`src/design/lock_pkg.sv`:
```
// constants for the lock detector and bleed control register bank
// assumes a 100 MHz core clock and a same-clock phase error measurement
package lock_pkg;
    // register offsets
    localparam logic [7:0] ADDR_BLEED   = 8'h26;
    localparam logic [7:0] ADDR_LOCKWIN = 8'h27;
    localparam logic [7:0] ADDR_LOCKCNT = 8'h28;

    // reset values
    localparam logic [7:0] RST_BLEED   = 8'h32;
    localparam logic [7:0] RST_LOCKWIN = 8'hc5;
    localparam logic [7:0] RST_LOCKCNT = 8'h03;

    // field positions in the window and bleed control register
    localparam int BIAS_HI      = 7;
    localparam int BIAS_LO      = 6;
    localparam int PREC_BIT     = 5;
    localparam int GATE_BIT     = 4;
    localparam int BLEED_EN_BIT = 3;
    localparam int VREG_BIT     = 2;
    localparam int PBS_HI       = 1;
    localparam int PBS_LO       = 0;

    // field positions in the count and loss control register
    localparam int CNT_HI  = 2;
    localparam int CNT_LO  = 1;
    localparam int LOL_BIT = 0;
    localparam logic [7:0] LOCKCNT_WMASK = 8'h07;

    // widths
    localparam int ERR_W = 16;
    localparam int CNT_W = 14;

    // lock windows in ps: fractional precision follows the bias delay,
    // integer precision scales it by 2.4/5
    localparam logic [ERR_W-1:0] WIN_FRAC_0_PS = 16'h1388;
    localparam logic [ERR_W-1:0] WIN_FRAC_1_PS = 16'h1770;
    localparam logic [ERR_W-1:0] WIN_FRAC_2_PS = 16'h1f40;
    localparam logic [ERR_W-1:0] WIN_FRAC_3_PS = 16'h2ee0;
    localparam logic [ERR_W-1:0] WIN_INT_0_PS  = 16'h0960;
    localparam logic [ERR_W-1:0] WIN_INT_1_PS  = 16'h0b40;
    localparam logic [ERR_W-1:0] WIN_INT_2_PS  = 16'h0f00;
    localparam logic [ERR_W-1:0] WIN_INT_3_PS  = 16'h1680;

    // lock cycle count base, doubled per code step
    localparam logic [CNT_W-1:0] LOCK_BASE_CYCLES = 14'h0400;

    // reference loss timeout
    localparam int CLK_PERIOD_NS   = 10;
    localparam int REF_LOSS_NS     = 10240;
    localparam int REF_LOSS_CYCLES = REF_LOSS_NS / CLK_PERIOD_NS;
    localparam int REF_W           = $clog2(REF_LOSS_CYCLES + 1);

    function automatic logic [ERR_W-1:0] window_ps(input logic [1:0] bias,
                                                   input logic       prec);
        logic [ERR_W-1:0] w;
        w = WIN_FRAC_0_PS;
        unique case ({prec, bias})
            3'b000: w = WIN_FRAC_0_PS;
            3'b001: w = WIN_FRAC_1_PS;
            3'b010: w = WIN_FRAC_2_PS;
            3'b011: w = WIN_FRAC_3_PS;
            3'b100: w = WIN_INT_0_PS;
            3'b101: w = WIN_INT_1_PS;
            3'b110: w = WIN_INT_2_PS;
            3'b111: w = WIN_INT_3_PS;
        endcase
        return w;
    endfunction : window_ps

    function automatic logic [CNT_W-1:0] lock_target(input logic [1:0] code);
        return LOCK_BASE_CYCLES << code;
    endfunction : lock_target
endpackage : lock_pkg

```
`src/design/lock_cfg_if.sv`:
```
// carrier for configuration fields from the register bank to the core
// assumes one clock domain; fields are register outputs
`timescale 1ns/1ns
interface lock_cfg_if;
    logic [7:0] bleed_mag;
    logic [1:0] bias;
    logic       prec;
    logic       gate;
    logic       bleed_en;
    logic       vreg_dis;
    logic [1:0] pbs;
    logic [1:0] cnt_sel;
    logic       loss_of_lock_enable;

    modport regs (output bleed_mag, bias, prec, gate, bleed_en, vreg_dis, pbs, cnt_sel, loss_of_lock_enable);
    modport core (input  bleed_mag, bias, prec, gate, bleed_en, vreg_dis, pbs, cnt_sel, loss_of_lock_enable);
endinterface : lock_cfg_if

```
`src/design/lock_regs.sv`:
```
// register bank behind the serial port's decoded byte access
// assumes one-cycle write and read strobes from the serial front end
`timescale 1ns/1ns
module lock_regs (
    input  wire logic       clk,
    input  wire logic       srst,
    input  wire logic       wr_en,
    input  wire logic       rd_en,
    input  wire logic [7:0] addr,
    input  wire logic [7:0] wdata,
    output logic      [7:0] rdata_r,
    lock_cfg_if.regs        cfg
);
    logic [7:0] bleed_r;
    logic [7:0] lockwin_r;
    logic [7:0] lockcnt_r;

    // bleed magnitude, whole byte
    always_ff @(posedge clk) begin
        if (srst) begin
            bleed_r <= lock_pkg::RST_BLEED;
        end else if (wr_en && addr == lock_pkg::ADDR_BLEED) begin
            bleed_r <= wdata;
        end
    end

    // window, precision, bleed and regulator controls, all writable
    always_ff @(posedge clk) begin
        if (srst) begin
            lockwin_r <= lock_pkg::RST_LOCKWIN;
        end else if (wr_en && addr == lock_pkg::ADDR_LOCKWIN) begin
            lockwin_r <= wdata;
        end
    end

    // upper bits are read-only zero, so writes are masked
    always_ff @(posedge clk) begin
        if (srst) begin
            lockcnt_r <= lock_pkg::RST_LOCKCNT;
        end else if (wr_en && addr == lock_pkg::ADDR_LOCKCNT) begin
            lockcnt_r <= wdata & lock_pkg::LOCKCNT_WMASK;
        end
    end

    // registered read; unmapped offsets answer zero
    always_ff @(posedge clk) begin
        if (srst) begin
            rdata_r <= 8'h00;
        end else if (rd_en) begin
            unique case (addr)
                lock_pkg::ADDR_BLEED:   rdata_r <= bleed_r;
                lock_pkg::ADDR_LOCKWIN: rdata_r <= lockwin_r;
                lock_pkg::ADDR_LOCKCNT: rdata_r <= lockcnt_r;
                default:                rdata_r <= 8'h00;
            endcase
        end
    end

    // field fan-out
    assign cfg.bleed_mag = bleed_r;
    assign cfg.bias      = lockwin_r[lock_pkg::BIAS_HI:lock_pkg::BIAS_LO];
    assign cfg.prec      = lockwin_r[lock_pkg::PREC_BIT];
    assign cfg.gate      = lockwin_r[lock_pkg::GATE_BIT];
    assign cfg.bleed_en  = lockwin_r[lock_pkg::BLEED_EN_BIT];
    assign cfg.vreg_dis  = lockwin_r[lock_pkg::VREG_BIT];
    assign cfg.pbs       = lockwin_r[lock_pkg::PBS_HI:lock_pkg::PBS_LO];
    assign cfg.cnt_sel   = lockcnt_r[lock_pkg::CNT_HI:lock_pkg::CNT_LO];
    assign cfg.loss_of_lock_enable    = lockcnt_r[lock_pkg::LOL_BIT];
endmodule : lock_regs

```
`src/design/ref_watch.sv`:
```
// reference presence watchdog on the comparison strobe
// assumes the strobe is a one-cycle pulse per comparison on clk
`timescale 1ns/1ns
module ref_watch (
    input  wire logic clk,
    input  wire logic srst,
    input  wire logic pfd_strobe,
    output logic      ref_lost_r
);
    logic [lock_pkg::REF_W-1:0] idle_r;

    // counts clocks since the last comparison; saturates at the timeout
    always_ff @(posedge clk) begin
        if (srst || pfd_strobe) begin
            idle_r <= '0;
        end else if (idle_r != lock_pkg::REF_W'(lock_pkg::REF_LOSS_CYCLES)) begin
            idle_r <= idle_r + 1'b1;
        end
    end

    // level, held until comparisons return
    always_ff @(posedge clk) begin
        if (srst || pfd_strobe) begin
            ref_lost_r <= 1'b0;
        end else begin
            ref_lost_r <= (idle_r == lock_pkg::REF_W'(lock_pkg::REF_LOSS_CYCLES));
        end
    end
endmodule : ref_watch

```
`src/design/lock_detect_bleed_control.sv`:
```
// digital lock detector with bleed current and regulator controls
// assumes phase error in ps and a one-cycle comparison strobe, both on clk;
// register accesses arrive already decoded from the serial port
`timescale 1ns/1ns

// What this block does
// - bleed magnitude byte at 0x26, resets 0x32
// - bias field picks 5, 6, 8, 12 ns
// - precision bit picks 5 or 2.4 ns window at bias code 0, scaling each bias window by 2.4/5
// - gated bleed follows lock detect
// - bleed enable bit switches negative bleed
// - regulator disable bit, resets to one
// - 0x27 resets 0xc5, low field resets to one and is writable
// - lock after 1024 to 8192 in-window cycles
// - loss of reference drops lock when enabled
// - 0x28 resets 0x03, upper bits read zero
module lock_detect_bleed_control (
    input  wire logic                       clk,
    input  wire logic                       srst,
    input  wire logic                       reg_wr_en,
    input  wire logic                       reg_rd_en,
    input  wire logic [7:0]                 reg_addr,
    input  wire logic [7:0]                 reg_wdata,
    output logic      [7:0]                 reg_rdata,
    input  wire logic                       pfd_strobe,
    input  wire logic [lock_pkg::ERR_W-1:0] pfd_phase_err_ps,
    output logic      [7:0]                 bleed_current_magnitude,
    output logic                            bleed_current_on,
    output logic                            vco_regulator_disable,
    output logic                            lock_detect,
    output logic      [lock_pkg::ERR_W-1:0] lock_window_ps
);
    lock_cfg_if cfg ();

    logic [lock_pkg::CNT_W-1:0] cnt_r;
    logic [lock_pkg::CNT_W-1:0] cnt_nxt;
    logic [lock_pkg::CNT_W-1:0] target;
    logic                       lock_r;
    logic                       ref_lost;
    logic                       in_window;

    lock_regs u_regs (
        .clk     (clk),
        .srst    (srst),
        .wr_en   (reg_wr_en),
        .rd_en   (reg_rd_en),
        .addr    (reg_addr),
        .wdata   (reg_wdata),
        .rdata_r (reg_rdata),
        .cfg     (cfg.regs)
    );

    ref_watch u_ref (
        .clk        (clk),
        .srst       (srst),
        .pfd_strobe (pfd_strobe),
        .ref_lost_r (ref_lost)
    );

    // window threshold held in a flop so the comparator sees a stable value
    always_ff @(posedge clk) begin
        if (srst) begin
            lock_window_ps <= lock_pkg::window_ps(lock_pkg::RST_LOCKWIN[lock_pkg::BIAS_HI:
                                                  lock_pkg::BIAS_LO],
                                                  lock_pkg::RST_LOCKWIN[lock_pkg::PREC_BIT]);
        end else begin
            lock_window_ps <= lock_pkg::window_ps(cfg.bias, cfg.prec);
        end
    end

    // comparison and count target
    assign in_window = (pfd_phase_err_ps <= lock_window_ps);
    assign target    = lock_pkg::lock_target(cfg.cnt_sel);
    assign cnt_nxt   = cnt_r + 1'b1;

    // in-window counter; a lowered target takes effect on the next strobe
    always_ff @(posedge clk) begin
        if (srst) begin
            cnt_r <= '0;
        end else if (cfg.loss_of_lock_enable && ref_lost) begin
            cnt_r <= '0;
        end else if (pfd_strobe) begin
            if (!in_window) begin
                cnt_r <= '0;
            end else if (cnt_nxt >= target) begin
                cnt_r <= target;
            end else begin
                cnt_r <= cnt_nxt;
            end
        end
    end

    // lock flag; without loss-of-lock enabled a vanished reference keeps it
    always_ff @(posedge clk) begin
        if (srst) begin
            lock_r <= 1'b0;
        end else if (cfg.loss_of_lock_enable && ref_lost) begin
            lock_r <= 1'b0;
        end else if (pfd_strobe) begin
            if (!in_window) begin
                lock_r <= 1'b0;
            end else if (cnt_nxt >= target) begin
                lock_r <= 1'b1;
            end
        end
    end

    assign lock_detect = lock_r;

    // bleed gating lags lock by one clock; harmless against pump timescales
    always_ff @(posedge clk) begin
        if (srst) begin
            bleed_current_on <= 1'b0;
        end else begin
            bleed_current_on <= cfg.bleed_en && (!cfg.gate || lock_r);
        end
    end

    // analog-facing copies of register fields
    always_ff @(posedge clk) begin
        if (srst) begin
            bleed_current_magnitude <= lock_pkg::RST_BLEED;
            vco_regulator_disable   <= lock_pkg::RST_LOCKWIN[lock_pkg::VREG_BIT];
        end else begin
            bleed_current_magnitude <= cfg.bleed_mag;
            vco_regulator_disable   <= cfg.vreg_dis;
        end
    end
endmodule : lock_detect_bleed_control

```
`config.mk`:
```
export PLATFORM = sky130hd
export DESIGN_NAME = lock_detect_bleed_control
export DESIGN_NICKNAME = d
export VERILOG_FILES = /design/src/design/lock_pkg.sv /design/src/design/lock_cfg_if.sv /design/src/design/lock_regs.sv /design/src/design/ref_watch.sv /design/src/design/lock_detect_bleed_control.sv
export SDC_FILE = /design/constraint.sdc
export NUM_CORES = 1
export LEC_CHECK = 0
export ABC_AREA = 1
export BUFFER_PORTS_ARGS = -buffer_cell sky130_fd_sc_hd__buf_2
export CAP_MARGIN = 15
export CORE_ASPECT_RATIO = 0.75
export CORE_MARGIN = 3
export CORE_UTILIZATION = 59
export DETAILED_ROUTE_END_ITERATION = 6
export PLACE_DENSITY = 0.95
export SYNTH_ARGS = -nofsm -noshare
export SYNTH_HDL_FRONTEND = slang
export SYNTH_SLANG_ARGS = --single-unit
```
`constraint.sdc`:
```
create_clock -name clk -period 6.4 [get_ports clk]
set_input_delay 0.32 -clock clk [delete_from_list [all_inputs] [get_ports clk]]
set_output_delay 0.32 -clock clk [all_outputs]
set_load 0.01 [all_outputs]
```
# After elaboration in Yosys (flattened, before gate mapping)
# Memories as Yosys holds them, arrays and structs flattened. A register that Yosys moved wholly into a read port is not among the register bits.
# Index checks and enable logic that the tools add are counted.
[word_totals] regBits=80 rom_bits=88 in_bits=37 out_inout_bits=35 wordCells=39 memories=1
[mem_list] memory="(no name shown)" words=8 width=11 read_ports=1 rd_clocked_by_memory_dff=1 write_ports=0 line="lock_pkg.sv:58" source="unique case ({prec, bias})"
[classes] add_sub_neg=2 order_cmp=2 n_eq_ne=6 shifts=1 muxes=5 n_reduce_logical=10
[op_table] cell="$mux 14" n=2
[op_table] cell="$eq 8x6->1 const B" n=3
[op_table] cell="$pmux 8 s3" n=1
[op_table] cell="$le 16x16->1" n=1
[op_table] cell="$add 14x1->14 const B" n=1
[op_table] cell="$ge 14x14->1" n=1
[op_table] cell="$shl 11x2->14 const A" n=1
[op_table] cell="$add 11x1->11 const B" n=1
[op_table] cell="$eq 11x11->1 const B" n=1
[op_table] cell="$ne 11x11->1 const B" n=1
[op_table] cell="$logic_and 1x1->1" n=5
[op_table] cell="$logic_or 1x1->1" n=2
[op_table] cell="$mux 1" n=2
[op_table] cell="$ne 2x1->1 const B" n=1
[op_table] cell="$reduce_and 2->1" n=1
[op_table] cell="$reduce_or 2->1" n=1
[op_table] cell="$logic_not 1->1" n=1

# Depth between registers and ports, before layout
[logic_depth] depth_word=4 mapped_depth=19 depth_no_buf=19

# Modules after synthesis
# A second synthesis with hierarchy kept.
[unflattened] cells_unflattened=526 area_unflattened_um2=3872.5
[by_module_without_submodules] mod="lock_detect_bleed_control" instances=1 cells_per_inst=274 area_per_inst_um2=1976.9 seq_area_each_um2=720.7
[by_module_without_submodules] mod="lock_regs" instances=1 cells_per_inst=161 area_per_inst_um2=1272.5 seq_area_each_um2=540.5
[by_module_without_submodules] mod="ref_watch" instances=1 cells_per_inst=91 area_per_inst_um2=623.1 seq_area_each_um2=240.2

# Least setup slack after synthesis
# No wires, ideal clock.
[synth_timing] path_type="flip-flop to flip-flop" from="reg cnt_r[0] in the netlist's numbering" to="reg cnt_r[2] in the netlist's numbering" setup_ns=0.073 arrival_ns=2.079 required_ns=6.327 setup_slack_ns=4.247 path_stages_with_launch=17 n_path_buf=0 synth_period_minus_slack_ns=2.153 cell_sequence="dfxtp_1 > ha_1 > inv_1 > nor2_2 > nand4_1 > nand2_1 > inv_1 > ha_1 > o21ai_1 > nand2_1 > nand2_1 > nand2_1 > nand2_2 > nand2_1 > nand2_1 > nand3_2 > nor3_2"
[synth_via] elab_chain_len=4
[synth_rtl] element="from (decl)" line="lock_detect_bleed_control.sv:35" source="logic [lock_pkg::CNT_W-1:0] cnt_r;"
[synth_rtl] element="from (signal assigned)" line="lock_detect_bleed_control.sv:86" source="cnt_r <= target;"
[synth_rtl] element="from (signal assigned)" line="lock_detect_bleed_control.sv:88" source="cnt_r <= cnt_nxt;"
[synth_rtl] element="$add 14x1->14 (*)" line="lock_detect_bleed_control.sv:74" source="assign cnt_nxt = cnt_r + 1'b1;"
[synth_rtl] element="$ge 14x14->1" line="lock_detect_bleed_control.sv:85" source="end else if (cnt_nxt >= target) begin"
[synth_rtl] element="$mux 14 (*)" line="lock_detect_bleed_control.sv:85"
[synth_rtl] element="$mux 14 (*)" line="lock_detect_bleed_control.sv:83" source="if (!in_window) begin"
# Every way passes the cells marked *; elsewhere a longest branch is shown, timed or not.
# A chain may end at the register's enable or synchronous reset.

# Final worst setup path
# Same ends and word-level chain as after synthesis.

==> results.json <==
{
  "cp.required_ns": 6.68,
  "ys_seq_area_share_pct": 41.51,
  "tns_ns": 0,
  "drc": 0,
  "final_cell_mix": "nand2_1 (100), dfxtp_1 (75), inv_1 (68)",
  "dieHeight_um": 73.81,
  "cts_tree": "done",
  "endpoint_kind": "register",
  "run_status": "complete, no violations",
  "maxSlewHeadroom_pct": 63.71,
  "clock_skew_ns": 0.005719,
  "r2r_start": "cnt_r[0]$_SDFFE_PP0P_",
  "synth-edff-count": 0,
  "place_area_um2": 3995,
  "max_freq_ghz": 0.3814,
  "crit_slowest_cell": "dfxtp_1",
  "hold_end": "u_regs.lockwin_r[6]$_SDFFE_PP1P_",
  "dieArea_um2": 7116,
  "r2r_cells": 16,
  "yosysWarnings": 0,
  "critical_path_class": "reg -> reg",
  "vdd_drop_max_mv": 0.1731,
  "layout_commonest_cell": "nand2_1",
  "dp.cells": 626,
  "tightest_slew_ns": 0.5444,
  "slowest_delay_ns": 0.42,
  "path_delay_family": "simple AND/OR/NAND/NOR gates",
  "arrival_ns": 2.90,
  "r2r_setup_slack_ns": 3.78,
  "avgSynthCellArea_um2": 7.397,
  "vias": 3467,
  "p_int_w": 0.0006757,
  "final_area_um2": 4197,
  "drtIter0Drc": 335,
  "rsz0062_at_grt": "no",
  "clkTransAtPathRegs_ns": 0.08,
  "io_buffer_count": 66,
  "setup_viol": 0,
  "powerDensity_nw_per_um2": 210.8,
  "overflow": 0,
  "post-route-min-period_ns": 2.622,
  "cts_resized": 0,
  "nFillCells": 429,
  "synthFlopType": "dfxtp_1",
  "vias_per_cell": 5.400,
  "place_hpwl_mm": 6.245,
  "drive_gt1_share_pct": 18.79,
  "synthArstFlopShare_pct": 0,
  "p_seq_share_pct": 53.1,
  "final_max_slew_viol_count": 0,
  "p_leak_nw": 1.969,
  "die_w_um": 96.41,
  "dr.pass1.iters": 6,
  "pwr-share-clk_pct": 41.4,
  "crit_top_cell": "nand2_1",
  "routedWlPerCell_um": 13.14,
  "start_util_pct": 61.46,
  "switching_power_w": 0.0002090,
  "clockBufferDepth": 2,
  "holdPathStages": 3,
  "postRouteAntennaNets": 0,
  "hp-class": "in -> reg",
  "htree_levels": 3,
  "period_share_pct": 40.97,
  "antenna_cells": 0,
  "grt_pass1_wl_mm": 13.72,
  "grt_pass1_vias": 3161,
  "cts_made_buffers": 9,
  "cts_setup_buffers": 0,
  "core_um2": 5886,
  "power_frac_comb_pct": 5.5,
  "timing.rr.end": "cnt_r[2]$_SDFFE_PP0P_",
  "fin_nets": 618,
  "drt-total-wl_mm": 8.436,
  "finalHoldViolations": 0,
  "switching_share_pct": 23.62,
  "netlist-cell-type-count": 36,
  "antenna_found_initial": 0,
  "layout.cells.non_filler": 642,
  "area_growth_pct": 16.02,
  "grt_max_degree": 31,
  "clock_latency_ns": 0.35,
  "ioPinCount": 72,
  "crit_fanout": 8,
  "synthCells": 489,
  "critical_path_depth": 16,
  "syn_area_um2": 3617,
  "row_count": 24,
  "cts.sinks": 75,
  "hold_buffers": 0,
  "crit_buf_inv": 2,
  "crit_path_start_kind": "register",
  "hold_start": "reg_wdata[6]",
  "root_buffer": "clkbuf_8",
  "cap_violations": 0,
  "grtUsageTotal_pct": 24.78,
  "crit_path_cell_trace": "ha_1, inv_1, nor2_2, nand4_1, nand2_1, inv_1, ha_1, o21ai_1, nand2_1, nand2_1, nand2_1, nand2_2, nand2_1, nand2_1, nand3_2, nor3_2",
  "place_congestion": 0.9208,
  "synth_seq_cells": 75
}
layer usage:
| layer | up-vias | track usage [%] | part of all wire (%) |
|---|---|---|---|
| met1 | 1566 | 29.37 | 42 |
| li1 | 1699 | - | - |
| met2 | 177 | 43.38 | 47 |
| met5 | - | 0 | 0 |
| met3 | 25 | 7.165 | 9.1 |
| met4 | 0 | 7.621 | 1.8 |
final cells by class:
| type | instances | area, µm² | share of cell area (%) |
|---|---|---|---|
| tap | 78 | 97.59 | 2.326 |
| clock buffer | 10 | 137.6 | 3.280 |
| inverter | 74 | 279.0 | 6.649 |
| clock inverter | 6 | 63.81 | 1.521 |
| sequential | 75 | 1501 | 35.78 |
| multi-input combinational | 333 | 1787 | 42.58 |
| timing repair buffer | 66 | 330.3 | 7.871 |
logic make-up after synthesis:
| family | after synthesis | share of synthesized area (%) |
|---|---|---|
| and+or+nand+nor | 224 | 28.26 |
| buffers and inverters | 85 | 9.512 |
| DFF | 75 | 41.51 |
| AOI/OAI and AO/OA | 72 | 10.58 |
| adders and majority gates | 22 | 7.610 |
| xor gates and xnor gates | 10 | 2.421 |
| other | 1 | 0.1037 |
metrics by stage:
step                      power [W]  util, %  worst slack (ns)  hold WS (ns)
after floorplan           0.0005103        -             4.247        0.4004
after global placement    0.0005258    67.88             4.108        0.4189
after detailed placement  0.0005282    67.88             3.900        0.4212
after CTS                 0.0008871    71.30             3.825        0.1989
after global routing      0.0009156    71.30             3.557        0.2048
final                     0.0008847    71.30             3.778        0.2151
registers in the layout, summed over array words and instances, names as in the netlist, 3 cells and up:
| signal | cells |
|---|---|
| u_regs.lockcnt_r | 3 |
| u_regs.lockwin_r | 8 |
| cnt_r | 14 |
| u_regs.cfg.bleed_mag | 8 |
| u_regs.rdata_r | 8 |
| bleed_current_magnitude | 8 |
| lock_window_ps | 11 |
| u_ref.idle_r | 11 |
worst min-delay path, delay by kind of cell:
family / cells / cell delay [ns]
buffers and inverters: 1 / 0.09
AO/OA/AOI/OAI: 2 / 0.12
power by group through the flow:
stage / Clock [W] / Combinational (W) / Sequential [W]
after floorplan: 0 / 0.0000298 / 0.000481
after CTS: 0.000370 / 0.0000478 / 0.000470
after global routing: 0.000391 / 0.0000544 / 0.000470
after detailed placement: 0 / 0.0000474 / 0.000481
final: 0.000367 / 0.0000483 / 0.000470
after global placement: 0 / 0.0000452 / 0.000481
Yosys cell counts (5+ instances only):
| library cell | n | area share, % |
|---|---|---|
| xor2_1 | 8 | 1.9 |
| nor2_1 | 62 | 6.4 |
| inv_2 | 5 | 0.52 |
| a21oi_1 | 42 | 5.8 |
| nand4_1 | 11 | 1.9 |
| o21ai_1 | 11 | 1.5 |
| buf_4 | 6 | 1.2 |
| o21ai_0 | 8 | 1.1 |
| nand2_1 | 100 | 10 |
| ha_1 | 22 | 7.6 |
| nand3_1 | 29 | 4.0 |
| dfxtp_1 | 75 | 42 |
| inv_1 | 68 | 7.1 |
| o22ai_1 | 5 | 0.86 |
how the worst max path moves through the flow:
stage | start | endpoint
3_5_place_dp | cnt_r[0]$_SDFFE_PP0P_ | cnt_r[2]$_SDFFE_PP0P_
5_1_grt | cnt_r[0]$_SDFFE_PP0P_ | cnt_r[2]$_SDFFE_PP0P_
2_1_floorplan | cnt_r[0]$_SDFFE_PP0P_ | cnt_r[2]$_SDFFE_PP0P_
3_3_place_gp | cnt_r[0]$_SDFFE_PP0P_ | cnt_r[2]$_SDFFE_PP0P_
6_report | cnt_r[0]$_SDFFE_PP0P_ | cnt_r[2]$_SDFFE_PP0P_
4_1_cts | cnt_r[0]$_SDFFE_PP0P_ | cnt_r[2]$_SDFFE_PP0P_
(Power assumes the default switching activity.)
